`config.mk`:
```
export PLATFORM = sky130hd
export DESIGN_NAME = shift_branch_bit_change_decode
export DESIGN_NICKNAME = d
export VERILOG_FILES = /design/src/hw/sbd_pkg.sv /design/src/hw/cc_if.sv /design/src/hw/cond_eval.sv /design/src/hw/shift_branch_bit_change_decode.sv
export VERILOG_INCLUDE_DIRS = /design/src /design/src/hw
export SDC_FILE = /design/constraint.sdc
export NUM_CORES = 1
export LEC_CHECK = 0
export ABC_CLOCK_PERIOD_IN_PS = 4100
export BUFFER_PORTS_ARGS = -buffer_cell sky130_fd_sc_hd__buf_2
export CORE_UTILIZATION = 60
export CTS_CLUSTER_DIAMETER = 40
export DETAILED_ROUTE_END_ITERATION = 7
export PLACE_DENSITY_LB_ADDON = 0.12
export SYNTH_ARGS = -nofsm -noshare
export SYNTH_HDL_FRONTEND = slang
export SYNTH_HIERARCHICAL = 1
export SYNTH_SLANG_ARGS = --single-unit
```
`constraint.sdc`:
```
create_clock -name aclk -period 4.1 [get_ports aclk]
set_input_delay 0.82 -clock aclk [delete_from_list [all_inputs] [get_ports aclk]]
set_output_delay 0.82 -clock aclk [all_outputs]
set_load 0.1 [all_outputs]
```
`src/hw/sbd_defs.svh`:
```
`ifndef SBD_DEFS_SVH
`define SBD_DEFS_SVH

// Register byte offsets
`define SBD_CTRL 8'h00
`define SBD_OPCODE 8'h04
`define SBD_EXT0 8'h08
`define SBD_EXT1 8'h0C
`define SBD_PC_IN 8'h10
`define SBD_CCR_IN 8'h14
`define SBD_OPERAND 8'h18
`define SBD_BITSRC 8'h1C
`define SBD_STATUS 8'h20
`define SBD_NEXT_PC 8'h24
`define SBD_RESULT 8'h28
`define SBD_CCR_OUT 8'h2C
`define SBD_EA_INFO 8'h30

// Status fields
`define SBD_ST_BUSY 0
`define SBD_ST_DONE 1
`define SBD_ST_ILLEGAL 2
`define SBD_ST_TAKEN 3
`define SBD_ST_KIND 5:4
`define SBD_ST_EXTS 7:6

// Flag positions
`define SBD_X 4
`define SBD_N 3
`define SBD_Z 2
`define SBD_V 1
`define SBD_C 0

// Opcode patterns
`define SBD_OP_BRANCH 4'h6
`define SBD_OP_SHIFT 4'hE
`define SBD_SHIFT_MID 3'h0
`define SBD_SHIFT_SZ 2'h3
`define SBD_STATIC_PAT 10'h021
`define SBD_DYN_TOP 4'h0
`define SBD_DYN_PAT 3'h5
`define SBD_MODE_DN 3'h0
`define SBD_MODE_AN 3'h1
`define SBD_MODE_ABS 3'h7
`define SBD_DISP_WORD 8'h00
`define SBD_DISP_LONG 8'hFF

// Size codes, constants, responses
`define SBD_SZ_BYTE 2'h0
`define SBD_SZ_WORD 2'h1
`define SBD_SZ_LONG 2'h2
`define SBD_PC_STEP 32'h0000_0002
`define SBD_RESP_OKAY 2'h0
`define SBD_RESP_SLVERR 2'h2
`endif

```
`src/hw/sbd_pkg.sv`:
```
package sbd_pkg;
   typedef enum logic [2:0] {
      ST_IDLE, ST_DECODE, ST_FETCH_HI, ST_FETCH_LO, ST_EXEC
   } state_t;
   typedef enum logic [1:0] {
      K_NONE, K_SHIFT, K_BRANCH, K_BITCHG
   } kind_t;
   typedef enum logic [3:0] {
      cond_always = 4'h0, cond_never = 4'h1,
      cond_unsigned_higher = 4'h2, cond_unsigned_low_or_same = 4'h3,
      cond_carry_clear = 4'h4, cond_carry_set = 4'h5,
      cond_not_equal = 4'h6, cond_equal = 4'h7,
      cond_no_overflow = 4'h8, cond_overflow = 4'h9,
      cond_positive = 4'hA, cond_negative = 4'hB,
      cond_signed_ge = 4'hC, cond_signed_lt = 4'hD,
      cond_signed_gt = 4'hE, cond_signed_le = 4'hF
   } cond_t;
   typedef logic [4:0] ccr_t;
endpackage : sbd_pkg

```
`src/hw/cc_if.sv`:
```
`timescale 1ns/10ps
interface cc_if;
   sbd_pkg::cond_t cond;
   sbd_pkg::ccr_t ccr;
   logic taken;
   modport req (output cond, output ccr, input taken);
   modport eval (input cond, input ccr, output taken);
endinterface : cc_if

```
`src/hw/cond_eval.sv`:
```
`timescale 1ns/10ps
`include "sbd_defs.svh"
module cond_eval (
   cc_if.eval cc
);
   logic n;
   logic z;
   logic v;
   logic c;

   always_comb begin
      n = cc.ccr[`SBD_N];
      z = cc.ccr[`SBD_Z];
      v = cc.ccr[`SBD_V];
      c = cc.ccr[`SBD_C];
      unique case (cc.cond)
         sbd_pkg::cond_always: cc.taken = 1'b1;
         sbd_pkg::cond_never: cc.taken = 1'b0;
         sbd_pkg::cond_unsigned_higher: cc.taken = !c && !z;
         sbd_pkg::cond_unsigned_low_or_same: cc.taken = c || z;
         sbd_pkg::cond_carry_clear: cc.taken = !c;
         sbd_pkg::cond_carry_set: cc.taken = c;
         sbd_pkg::cond_not_equal: cc.taken = !z;
         sbd_pkg::cond_equal: cc.taken = z;
         sbd_pkg::cond_no_overflow: cc.taken = !v;
         sbd_pkg::cond_overflow: cc.taken = v;
         sbd_pkg::cond_positive: cc.taken = !n;
         sbd_pkg::cond_negative: cc.taken = n;
         sbd_pkg::cond_signed_ge: cc.taken = (n == v);
         sbd_pkg::cond_signed_lt: cc.taken = (n != v);
         sbd_pkg::cond_signed_gt: cc.taken = (n == v) && !z;
         sbd_pkg::cond_signed_le: cc.taken = z || (n != v);
      endcase
   end
endmodule : cond_eval

```
`src/hw/shift_branch_bit_change_decode.sv`:
```
`timescale 1ns/10ps
`include "sbd_defs.svh"
module shift_branch_bit_change_decode (
   input wire logic aclk,
   input wire logic aresetn,
   input wire logic [7:0] s_axi_awaddr,
   input wire logic s_axi_awvalid,
   output logic s_axi_awready,
   input wire logic [31:0] s_axi_wdata,
   input wire logic [3:0] s_axi_wstrb,
   input wire logic s_axi_wvalid,
   output logic s_axi_wready,
   output logic [1:0] s_axi_bresp,
   output logic s_axi_bvalid,
   input wire logic s_axi_bready,
   input wire logic [7:0] s_axi_araddr,
   input wire logic s_axi_arvalid,
   output logic s_axi_arready,
   output logic [31:0] s_axi_rdata,
   output logic [1:0] s_axi_rresp,
   output logic s_axi_rvalid,
   input wire logic s_axi_rready,
   output logic exec_done,
   output logic illegal_instr,
   output logic [31:0] next_pc,
   output logic [4:0] flags_out
);
   ////////////////////////////////////////////////////////////////
   function automatic logic [31:0] merge(
      input logic [31:0] old,
      input logic [31:0] data,
      input logic [3:0] strb
   );
      logic [31:0] m;
      m = old;
      for (int i = 0; i < 4; i++) begin
         if (strb[i]) begin
            m[i*8 +: 8] = data[i*8 +: 8];
         end
      end
      return m;
   endfunction : merge

   function automatic logic ea_ok(
      input logic [5:0] ea,
      input logic allow_dn
   );
      logic ok;
      case (ea[5:3])
         `SBD_MODE_DN: ok = allow_dn;
         `SBD_MODE_AN: ok = 1'b0;
         `SBD_MODE_ABS: ok = (ea[2:0] == 3'h0) || (ea[2:0] == 3'h1);
         default: ok = 1'b1;
      endcase
      return ok;
   endfunction : ea_ok

   function automatic logic [31:0] sext16(input logic [15:0] w);
      return {{16{w[15]}}, w};
   endfunction : sext16

   ////////////////////////////////////////////////////////////////
   sbd_pkg::state_t state_r;
   sbd_pkg::kind_t kind;
   logic aw_held_r;
   logic w_held_r;
   logic [7:0] awaddr_r;
   logic [31:0] wdata_r;
   logic [3:0] wstrb_r;
   logic bvalid_r;
   logic [1:0] bresp_r;
   logic rvalid_r;
   logic [1:0] rresp_r;
   logic [31:0] rdata_r;
   logic wr_go;
   logic wr_cfg;
   logic start_go;
   logic [15:0] op_r;
   logic [15:0] ext0_r;
   logic [15:0] ext1_r;
   logic [31:0] pc_in_r;
   logic [4:0] ccr_in_r;
   logic [31:0] operand_r;
   logic [31:0] bitsrc_r;
   logic [31:0] disp_r;
   logic [7:0] bitnum_r;
   logic [1:0] ext_cnt_r;
   logic [31:0] result_r;
   logic done_r;
   logic taken_r;
   logic [1:0] size_r;
   logic is_static;
   logic legal;
   logic [1:0] need;
   logic [31:0] pc_base;
   logic [31:0] seq_pc;
   logic [15:0] shl;
   logic [15:0] shr;
   logic tested;
   logic [31:0] flip;

   ////////////////////////////////////////////////////////////////
   // Write channel: address and data may arrive in either order
   assign s_axi_awready = !aw_held_r && !bvalid_r;
   assign s_axi_wready = !w_held_r && !bvalid_r;
   assign s_axi_bvalid = bvalid_r;
   assign s_axi_bresp = bresp_r;
   assign wr_go = aw_held_r && w_held_r;
   // Inputs frozen while a decode runs so results stay coherent
   assign wr_cfg = wr_go && (state_r == sbd_pkg::ST_IDLE);
   assign start_go = wr_cfg && (awaddr_r == `SBD_CTRL) && wstrb_r[0]
      && wdata_r[0];

   always_ff @(posedge aclk) begin
      if (!aresetn) begin
         aw_held_r <= 1'b0;
         awaddr_r <= 8'h00;
      end else if (s_axi_awvalid && s_axi_awready) begin
         aw_held_r <= 1'b1;
         awaddr_r <= {s_axi_awaddr[7:2], 2'h0};
      end else if (wr_go) begin
         aw_held_r <= 1'b0;
      end
   end

   always_ff @(posedge aclk) begin
      if (!aresetn) begin
         w_held_r <= 1'b0;
         wdata_r <= 32'h0000_0000;
         wstrb_r <= 4'h0;
      end else if (s_axi_wvalid && s_axi_wready) begin
         w_held_r <= 1'b1;
         wdata_r <= s_axi_wdata;
         wstrb_r <= s_axi_wstrb;
      end else if (wr_go) begin
         w_held_r <= 1'b0;
      end
   end

   always_ff @(posedge aclk) begin
      if (!aresetn) begin
         bvalid_r <= 1'b0;
         bresp_r <= `SBD_RESP_OKAY;
      end else if (wr_go) begin
         bvalid_r <= 1'b1;
         bresp_r <= (awaddr_r > `SBD_EA_INFO) ? `SBD_RESP_SLVERR
            : `SBD_RESP_OKAY;
      end else if (s_axi_bready) begin
         bvalid_r <= 1'b0;
      end
   end

   always_ff @(posedge aclk) begin
      if (!aresetn) begin
         op_r <= 16'h0000;
         ext0_r <= 16'h0000;
         ext1_r <= 16'h0000;
         pc_in_r <= 32'h0000_0000;
         ccr_in_r <= 5'h00;
         operand_r <= 32'h0000_0000;
         bitsrc_r <= 32'h0000_0000;
      end else if (wr_cfg) begin
         case (awaddr_r)
            `SBD_OPCODE: op_r <= 16'(merge({16'h0000, op_r}, wdata_r,
               wstrb_r));
            `SBD_EXT0: ext0_r <= 16'(merge({16'h0000, ext0_r}, wdata_r,
               wstrb_r));
            `SBD_EXT1: ext1_r <= 16'(merge({16'h0000, ext1_r}, wdata_r,
               wstrb_r));
            `SBD_PC_IN: pc_in_r <= merge(pc_in_r, wdata_r, wstrb_r);
            `SBD_CCR_IN: ccr_in_r <= 5'(merge({27'h0, ccr_in_r}, wdata_r,
               wstrb_r));
            `SBD_OPERAND: operand_r <= merge(operand_r, wdata_r, wstrb_r);
            `SBD_BITSRC: bitsrc_r <= merge(bitsrc_r, wdata_r, wstrb_r);
            default: ;
         endcase
      end
   end

   ////////////////////////////////////////////////////////////////
   // Read channel
   assign s_axi_arready = !rvalid_r;
   assign s_axi_rvalid = rvalid_r;
   assign s_axi_rdata = rdata_r;
   assign s_axi_rresp = rresp_r;

   always_ff @(posedge aclk) begin
      if (!aresetn) begin
         rvalid_r <= 1'b0;
         rresp_r <= `SBD_RESP_OKAY;
         rdata_r <= 32'h0000_0000;
      end else if (s_axi_arvalid && s_axi_arready) begin
         rvalid_r <= 1'b1;
         rresp_r <= `SBD_RESP_OKAY;
         rdata_r <= 32'h0000_0000;
         case ({s_axi_araddr[7:2], 2'h0})
            `SBD_CTRL: rdata_r <= 32'h0000_0000;
            `SBD_OPCODE: rdata_r <= {16'h0000, op_r};
            `SBD_EXT0: rdata_r <= {16'h0000, ext0_r};
            `SBD_EXT1: rdata_r <= {16'h0000, ext1_r};
            `SBD_PC_IN: rdata_r <= pc_in_r;
            `SBD_CCR_IN: rdata_r <= {27'h0, ccr_in_r};
            `SBD_OPERAND: rdata_r <= operand_r;
            `SBD_BITSRC: rdata_r <= bitsrc_r;
            `SBD_STATUS: rdata_r <= {24'h0, ext_cnt_r, kind, taken_r,
               illegal_instr, done_r, state_r != sbd_pkg::ST_IDLE};
            `SBD_NEXT_PC: rdata_r <= next_pc;
            `SBD_RESULT: rdata_r <= result_r;
            `SBD_CCR_OUT: rdata_r <= {27'h0, flags_out};
            `SBD_EA_INFO: rdata_r <= {24'h0, size_r, op_r[5:0]};
            default: rresp_r <= `SBD_RESP_SLVERR;
         endcase
      end else if (s_axi_rready) begin
         rvalid_r <= 1'b0;
      end
   end

   ////////////////////////////////////////////////////////////////
   // Decode of the held opcode word
   assign is_static = (op_r[15:6] == `SBD_STATIC_PAT);

   always_comb begin
      kind = sbd_pkg::K_NONE;
      if (op_r[15:12] == `SBD_OP_BRANCH) begin
         kind = sbd_pkg::K_BRANCH;
      end else if (op_r[15:12] == `SBD_OP_SHIFT && op_r[11:9] ==
            `SBD_SHIFT_MID && op_r[7:6] == `SBD_SHIFT_SZ) begin
         kind = sbd_pkg::K_SHIFT;
      end else if (is_static || (op_r[15:12] == `SBD_DYN_TOP &&
            op_r[8:6] == `SBD_DYN_PAT)) begin
         kind = sbd_pkg::K_BITCHG;
      end
   end

   always_comb begin
      unique case (kind)
         sbd_pkg::K_SHIFT: legal = ea_ok(op_r[5:0], 1'b0);
         sbd_pkg::K_BITCHG: legal = ea_ok(op_r[5:0], 1'b1);
         sbd_pkg::K_BRANCH: legal = 1'b1;
         sbd_pkg::K_NONE: legal = 1'b0;
      endcase
   end

   always_comb begin
      need = 2'h0;
      if (kind == sbd_pkg::K_BRANCH) begin
         if (op_r[7:0] == `SBD_DISP_WORD) begin
            need = 2'h1;
         end else if (op_r[7:0] == `SBD_DISP_LONG) begin
            need = 2'h2;
         end
      end else if (kind == sbd_pkg::K_BITCHG && is_static) begin
         need = 2'h1;
      end
   end

   always_ff @(posedge aclk) begin
      if (!aresetn) begin
         state_r <= sbd_pkg::ST_IDLE;
      end else begin
         unique case (state_r)
            sbd_pkg::ST_IDLE: if (start_go) state_r <= sbd_pkg::ST_DECODE;
            sbd_pkg::ST_DECODE: state_r <= (legal && need != 2'h0) ?
               sbd_pkg::ST_FETCH_HI : sbd_pkg::ST_EXEC;
            sbd_pkg::ST_FETCH_HI: state_r <= (need == 2'h2) ?
               sbd_pkg::ST_FETCH_LO : sbd_pkg::ST_EXEC;
            sbd_pkg::ST_FETCH_LO: state_r <= sbd_pkg::ST_EXEC;
            sbd_pkg::ST_EXEC: state_r <= sbd_pkg::ST_IDLE;
            default: state_r <= sbd_pkg::ST_IDLE;
         endcase
      end
   end

   // Extension words are consumed in stream order
   always_ff @(posedge aclk) begin
      if (!aresetn) begin
         disp_r <= 32'h0000_0000;
         bitnum_r <= 8'h00;
         ext_cnt_r <= 2'h0;
      end else if (state_r == sbd_pkg::ST_DECODE) begin
         disp_r <= {{24{op_r[7]}}, op_r[7:0]};
         bitnum_r <= bitsrc_r[7:0];
         ext_cnt_r <= 2'h0;
      end else if (state_r == sbd_pkg::ST_FETCH_HI) begin
         ext_cnt_r <= 2'h1;
         bitnum_r <= ext0_r[7:0];
         if (need == 2'h2) begin
            disp_r <= {ext0_r, 16'h0000};
         end else begin
            disp_r <= sext16(ext0_r);
         end
      end else if (state_r == sbd_pkg::ST_FETCH_LO) begin
         ext_cnt_r <= 2'h2;
         disp_r <= {disp_r[31:16], ext1_r};
      end
   end

   ////////////////////////////////////////////////////////////////
   // Execution datapath
   cc_if u_cc ();
   assign u_cc.cond = sbd_pkg::cond_t'(op_r[11:8]);
   assign u_cc.ccr = ccr_in_r;
   cond_eval u_eval (
      .cc(u_cc.eval)
   );

   assign pc_base = pc_in_r + `SBD_PC_STEP;
   assign seq_pc = pc_base + {29'h0, ext_cnt_r, 1'b0};
   assign shl = {operand_r[14:0], 1'b0};
   assign shr = {operand_r[15], operand_r[15:1]};

   always_comb begin
      tested = operand_r[bitnum_r[2:0]];
      flip = {24'h0, 8'h01 << bitnum_r[2:0]};
      if (op_r[5:3] == `SBD_MODE_DN) begin
         tested = operand_r[bitnum_r[4:0]];
         flip = 32'h0000_0001 << bitnum_r[4:0];
      end
   end

   always_ff @(posedge aclk) begin
      if (!aresetn) begin
         result_r <= 32'h0000_0000;
         flags_out <= 5'h00;
         next_pc <= 32'h0000_0000;
         taken_r <= 1'b0;
         size_r <= `SBD_SZ_BYTE;
      end else if (state_r == sbd_pkg::ST_EXEC) begin
         result_r <= operand_r;
         flags_out <= ccr_in_r;
         next_pc <= seq_pc;
         taken_r <= 1'b0;
         size_r <= `SBD_SZ_WORD;
         if (!legal) begin
            next_pc <= pc_in_r;
         end else if (kind == sbd_pkg::K_BRANCH) begin
            taken_r <= u_cc.taken;
            if (u_cc.taken) begin
               next_pc <= pc_base + disp_r;
            end
         end else if (kind == sbd_pkg::K_SHIFT) begin
            result_r <= {16'h0000, op_r[8] ? shl : shr};
            flags_out[`SBD_X] <= op_r[8] ? operand_r[15] : operand_r[0];
            flags_out[`SBD_C] <= op_r[8] ? operand_r[15] : operand_r[0];
            flags_out[`SBD_N] <= op_r[8] ? operand_r[14] : operand_r[15];
            flags_out[`SBD_Z] <= op_r[8] ? (shl == 16'h0000)
               : (shr == 16'h0000);
            // Right shift copies the sign, so the MSB never moves
            flags_out[`SBD_V] <= op_r[8] &&
               (operand_r[15] ^ operand_r[14]);
         end else begin
            result_r <= (op_r[5:3] == `SBD_MODE_DN) ? operand_r ^ flip
               : {24'h0, operand_r[7:0] ^ flip[7:0]};
            flags_out[`SBD_Z] <= !tested;
            size_r <= (op_r[5:3] == `SBD_MODE_DN) ? `SBD_SZ_LONG
               : `SBD_SZ_BYTE;
         end
      end
   end

   always_ff @(posedge aclk) begin
      if (!aresetn) begin
         done_r <= 1'b0;
         exec_done <= 1'b0;
         illegal_instr <= 1'b0;
      end else begin
         exec_done <= (state_r == sbd_pkg::ST_EXEC);
         if (state_r == sbd_pkg::ST_EXEC) begin
            done_r <= 1'b1;
            illegal_instr <= !legal;
         end else if (start_go) begin
            done_r <= 1'b0;
            illegal_instr <= 1'b0;
         end
      end
   end
endmodule : shift_branch_bit_change_decode

```
==> impl_metrics.py <==
metrics = {
    "status": {
        "status": "complete, no violations",
    },
    "job": {
        "max_cap_violations": 0,
    },
    "cts": {
        "clkTransAtPathRegs_ns": 0.06,
        "clockRootBuffer": "clkbuf_16",
        "clock_path_buffers": 3,
        "clkLatencyLatePin_ns": 0.58,
        "cts_tree": "yes",
        "postCtsSetupBuffers": 0,
        "cts_hold_buf": 0,
        "cts.sinks": 346,
        "cts_made_buffers": 51,
        "h-tree-depth": 2,
        "cts_resized": 0,
    },
    "grt": {
        "grt_pass1_wl_um": 110500,
        "grt-ovfl-total": 0,
        "antenna_found_initial": 0,
        "track_usage_pct": 43.65,
        "grt_max_degree": 116,
        "grt_pass1_vias": 18247,
    },
    "power": {
        "p_leak_uw": 0.008354,
        "p_switching_uw": 2296,
        "power.density_mw_per_mm2": 379.2,
        "pwr-share-clk_pct": 53.0,
        "combPwrFrac_pct": 5.8,
        "internal-power_uw": 6216,
        "ir_worst_vdd_mv": 0.3852,
        "p_seq_share_pct": 41.2,
        "p_sw_share_pct": 26.98,
    },
    "floorplanning": {
        "fp.dieH_um": 181.1,
        "core_sq_mm": 0.03156,
        "row_count": 65,
        "fp.dieW_um": 181.1,
        "ioPinCount": 139,
        "die_area_sq_mm": 0.03281,
        "initial_utilization_pct": 61.02,
    },
    "finish": {
        "final_layout_size_suffix_gt1_share_pct": 15.51,
        "num_antenna_cells": 0,
        "fin_util_pct": 71.15,
        "fillCellCount": 2534,
        "fin_nets": 2617,
        "multiInputGateArea_sq_mm": 0.01148,
        "seq_area_sq_mm": 0.006933,
        "areaGrowthSynthToFinish_pct": 16.60,
    },
    "setup_path": {
        "crit_chain": "buf_4 > nand3_2 > nor4_1 > buf_4 > xnor2_1 > inv_1 > ha_1 > nand2_1 > nor3_1 > o2111ai_1 > nand4b_1 > o2111ai_1 > a21oi_1 > mux2i_1 > a21oi_1 > a31oi_1",
        "startpoint_type": "flip-flop",
        "cp_max_fo": 6,
        "endpoint_kind": "flip-flop",
        "path_buf_inv": 3,
        "critical_path_class": "flip-flop to flip-flop",
        "cp.arrival_ns": 4.37,
        "slowest_stage": "dfxtp_1",
        "max_stage_delay_ns": 0.47,
        "cpLargestDelayFamily": "simple AND/OR/NAND/NOR gates",
        "crit_required_ns": 4.61,
    },
    "timing": {
        "worst_pin_slew_ns": 1.328,
        "relSlewSlack_pct": 11.49,
        "rsz0062_at_grt": "false",
        "clock.fmax_mhz": 258.8,
        "finalSetupTns_ns": 0,
        "post-route-period-util_pct": 94.24,
        "finalCriticalPeriod_ns": 3.864,
        "setup_viol": 0,
        "drv_slew": 0,
        "finClkSkew_ns": 0.02065,
        "hold_violations": 0,
    },
    "synthesis": {
        "synth_area_per_cell_sq_um": 8.059,
        "synth_ff_type": "dfxtp_1",
        "synth_top_area_share_pct": 35.98,
        "synthArstFlopShare_pct": 0,
        "yosysMostFrequentCell": "dfxtp_1",
        "synth-edff-count": 0,
        "yosysTopAreaCell": "dfxtp_1",
        "yosys-top-cells-area": "dfxtp_1 (36%), mux2i_1 (7.9%), a21oi_1 (6.2%)",
        "syn_area_sq_mm": 0.01925,
        "seq_area_frac_synth_pct": 35.98,
        "synth_cell_type_count": 82,
        "ys_seq_elements": 346,
        "syn_inst": 2389,
        "yosysWarnings": 6,
        "synthTopCellsByCount": "dfxtp_1 (346), nor2_1 (283), nand2_1 (280)",
    },
    "placed_design": {
        "gp_congestion": 0.9995,
        "hpwl_um": 52540,
        "numPortBuffers": 132,
    },
    "hold_path": {
        "min_path_type": "input port to flip-flop",
    },
    "detailed_routing": {
        "dr.pass1.iters": 6,
        "routed_via_density": 6.800,
        "first_iter_violations": 3032,
        "drcViolationCount": 0,
        "post_drt_wl_per_cell_um": 24.75,
        "antenna_left": 0,
        "vias": 20093,
        "drt_wl_total_um": 73150,
    },
}
## flip-flops by register name (all words and copies together), names as in the netlist, 6 cells and up
name         count
bitsrc_r        32
wdata_r         32
next_pc         32
operand_r       32
awaddr_r         6
ext0_r          16
op_r            16
ext1_r          16
disp_r          32
result_r        32
s_axi_rdata     32
pc_in_r         32
## kinds of logic after synthesis
logic type / synth area share (%)
fa+ha+maj: 3.132
simple gates: 19.31
xor+xnor: 3.886
mux: 9.130
other cells: 0.01948
flops: 35.98
buf+inv: 4.621
compound gates: 23.93
## cells in the final DEF (no fill, tap or decap), types with 9 or more instances in the layout
master | netlist | routed
dfxtp_1 | 346 | 341
nand2_1 | 280 | 279
nor2_1 | 283 | 278
a21oi_1 | 239 | 239
o21ai_0 | 156 | 156
mux2i_1 | 152 | 152
buf_2 | 6 | 132
buf_4 | 5 | 112
a221oi_1 | 54 | 54
clkbuf_16 | 0 | 53
inv_1 | 48 | 47
nand3_1 | 46 | 46
ha_1 | 45 | 45
xnor2_1 | 44 | 44
nor3_1 | 45 | 43
xor2_1 | 37 | 37
a222oi_1 | 30 | 30
o211ai_1 | 28 | 28
a31oi_1 | 26 | 26
nand4_1 | 26 | 26
o311ai_0 | 19 | 19
a21o_1 | 18 | 18
a22oi_1 | 16 | 16
nor4_1 | 15 | 15
a22o_1 | 15 | 15
and2_1 | 15 | 14
nand2b_1 | 13 | 13
nor2b_1 | 14 | 13
and3_1 | 12 | 12
a311oi_1 | 12 | 12
or3_1 | 10 | 10
o31ai_1 | 10 | 10
a211oi_1 | 10 | 10
o32a_1 | 10 | 10
o221ai_1 | 10 | 10
o21bai_1 | 9 | 9
nand3b_1 | 9 | 9
clkinv_8 | 0 | 9
## layer usage
layer	global-route usage (%)	part of all wire (%)	vias to the layer above
li1	-	-	8976
met3	8.889	12	204
met5	0	0	-
met2	66.62	44	1353
met4	16.44	3.8	0
met1	60.53	40	9560
## cell type report
cell class	instances	area share (%)
timing repair buffer	246	6.866
tap	402	2.240
sequential	346	30.88
inverter	48	0.8360
multi-input combinational	1818	51.13
clock buffer	61	6.175
clock inverter	34	1.873
## power by group through the flow
stage               registers [uW]  logic (uW)  clock network (uW)
floorplan                     3690         214                   0
global placement              3570         479                   0
detailed placement            3570         485                   0
CTS                           3500         488                4520
global route                  3500         519                4670
finish                        3500         494                4520
## metrics by stage
step | hold WS, ns | power [uW] | std cells | instance area [sq um] | setup slack [ns]
2_1_floorplan | 0.4316 | 3904 | 2390 | 19260 | 0.4346
3_3_place_gp | 0.4474 | 4044 | 2860 | 20640 | 0.2556
3_5_place_dp | 0.4538 | 4054 | 2860 | 20640 | 0.1986
4_1_cts | 0.4202 | 8504 | 2955 | 22440 | 0.1971
5_1_grt | 0.4469 | 8696 | 2955 | 22450 | 0.004127
6_report | 0.4296 | 8512 | 2955 | 22450 | 0.2363
## final timing paths
path | from | to | slack [ns] | depth (start not counted)
worst min register to register | wstrb_r[3]$_SDFFE_PN0P_ | wstrb_r[3]$_SDFFE_PN0P_ | 0.46 | 2
worst max register to register | pc_in_r[13]$_SDFFE_PN0P_ | next_pc[31]$_SDFFE_PN0P_ | 0.24 | 16
worst max-delay path | pc_in_r[13]$_SDFFE_PN0P_ | next_pc[31]$_SDFFE_PN0P_ | 0.24 | 16
worst min-delay path | s_axi_rready | s_axi_rvalid$_SDFFE_PN0P_ | 0.43 | 2
No activity file was read; power rests on OpenSTA's default activity.
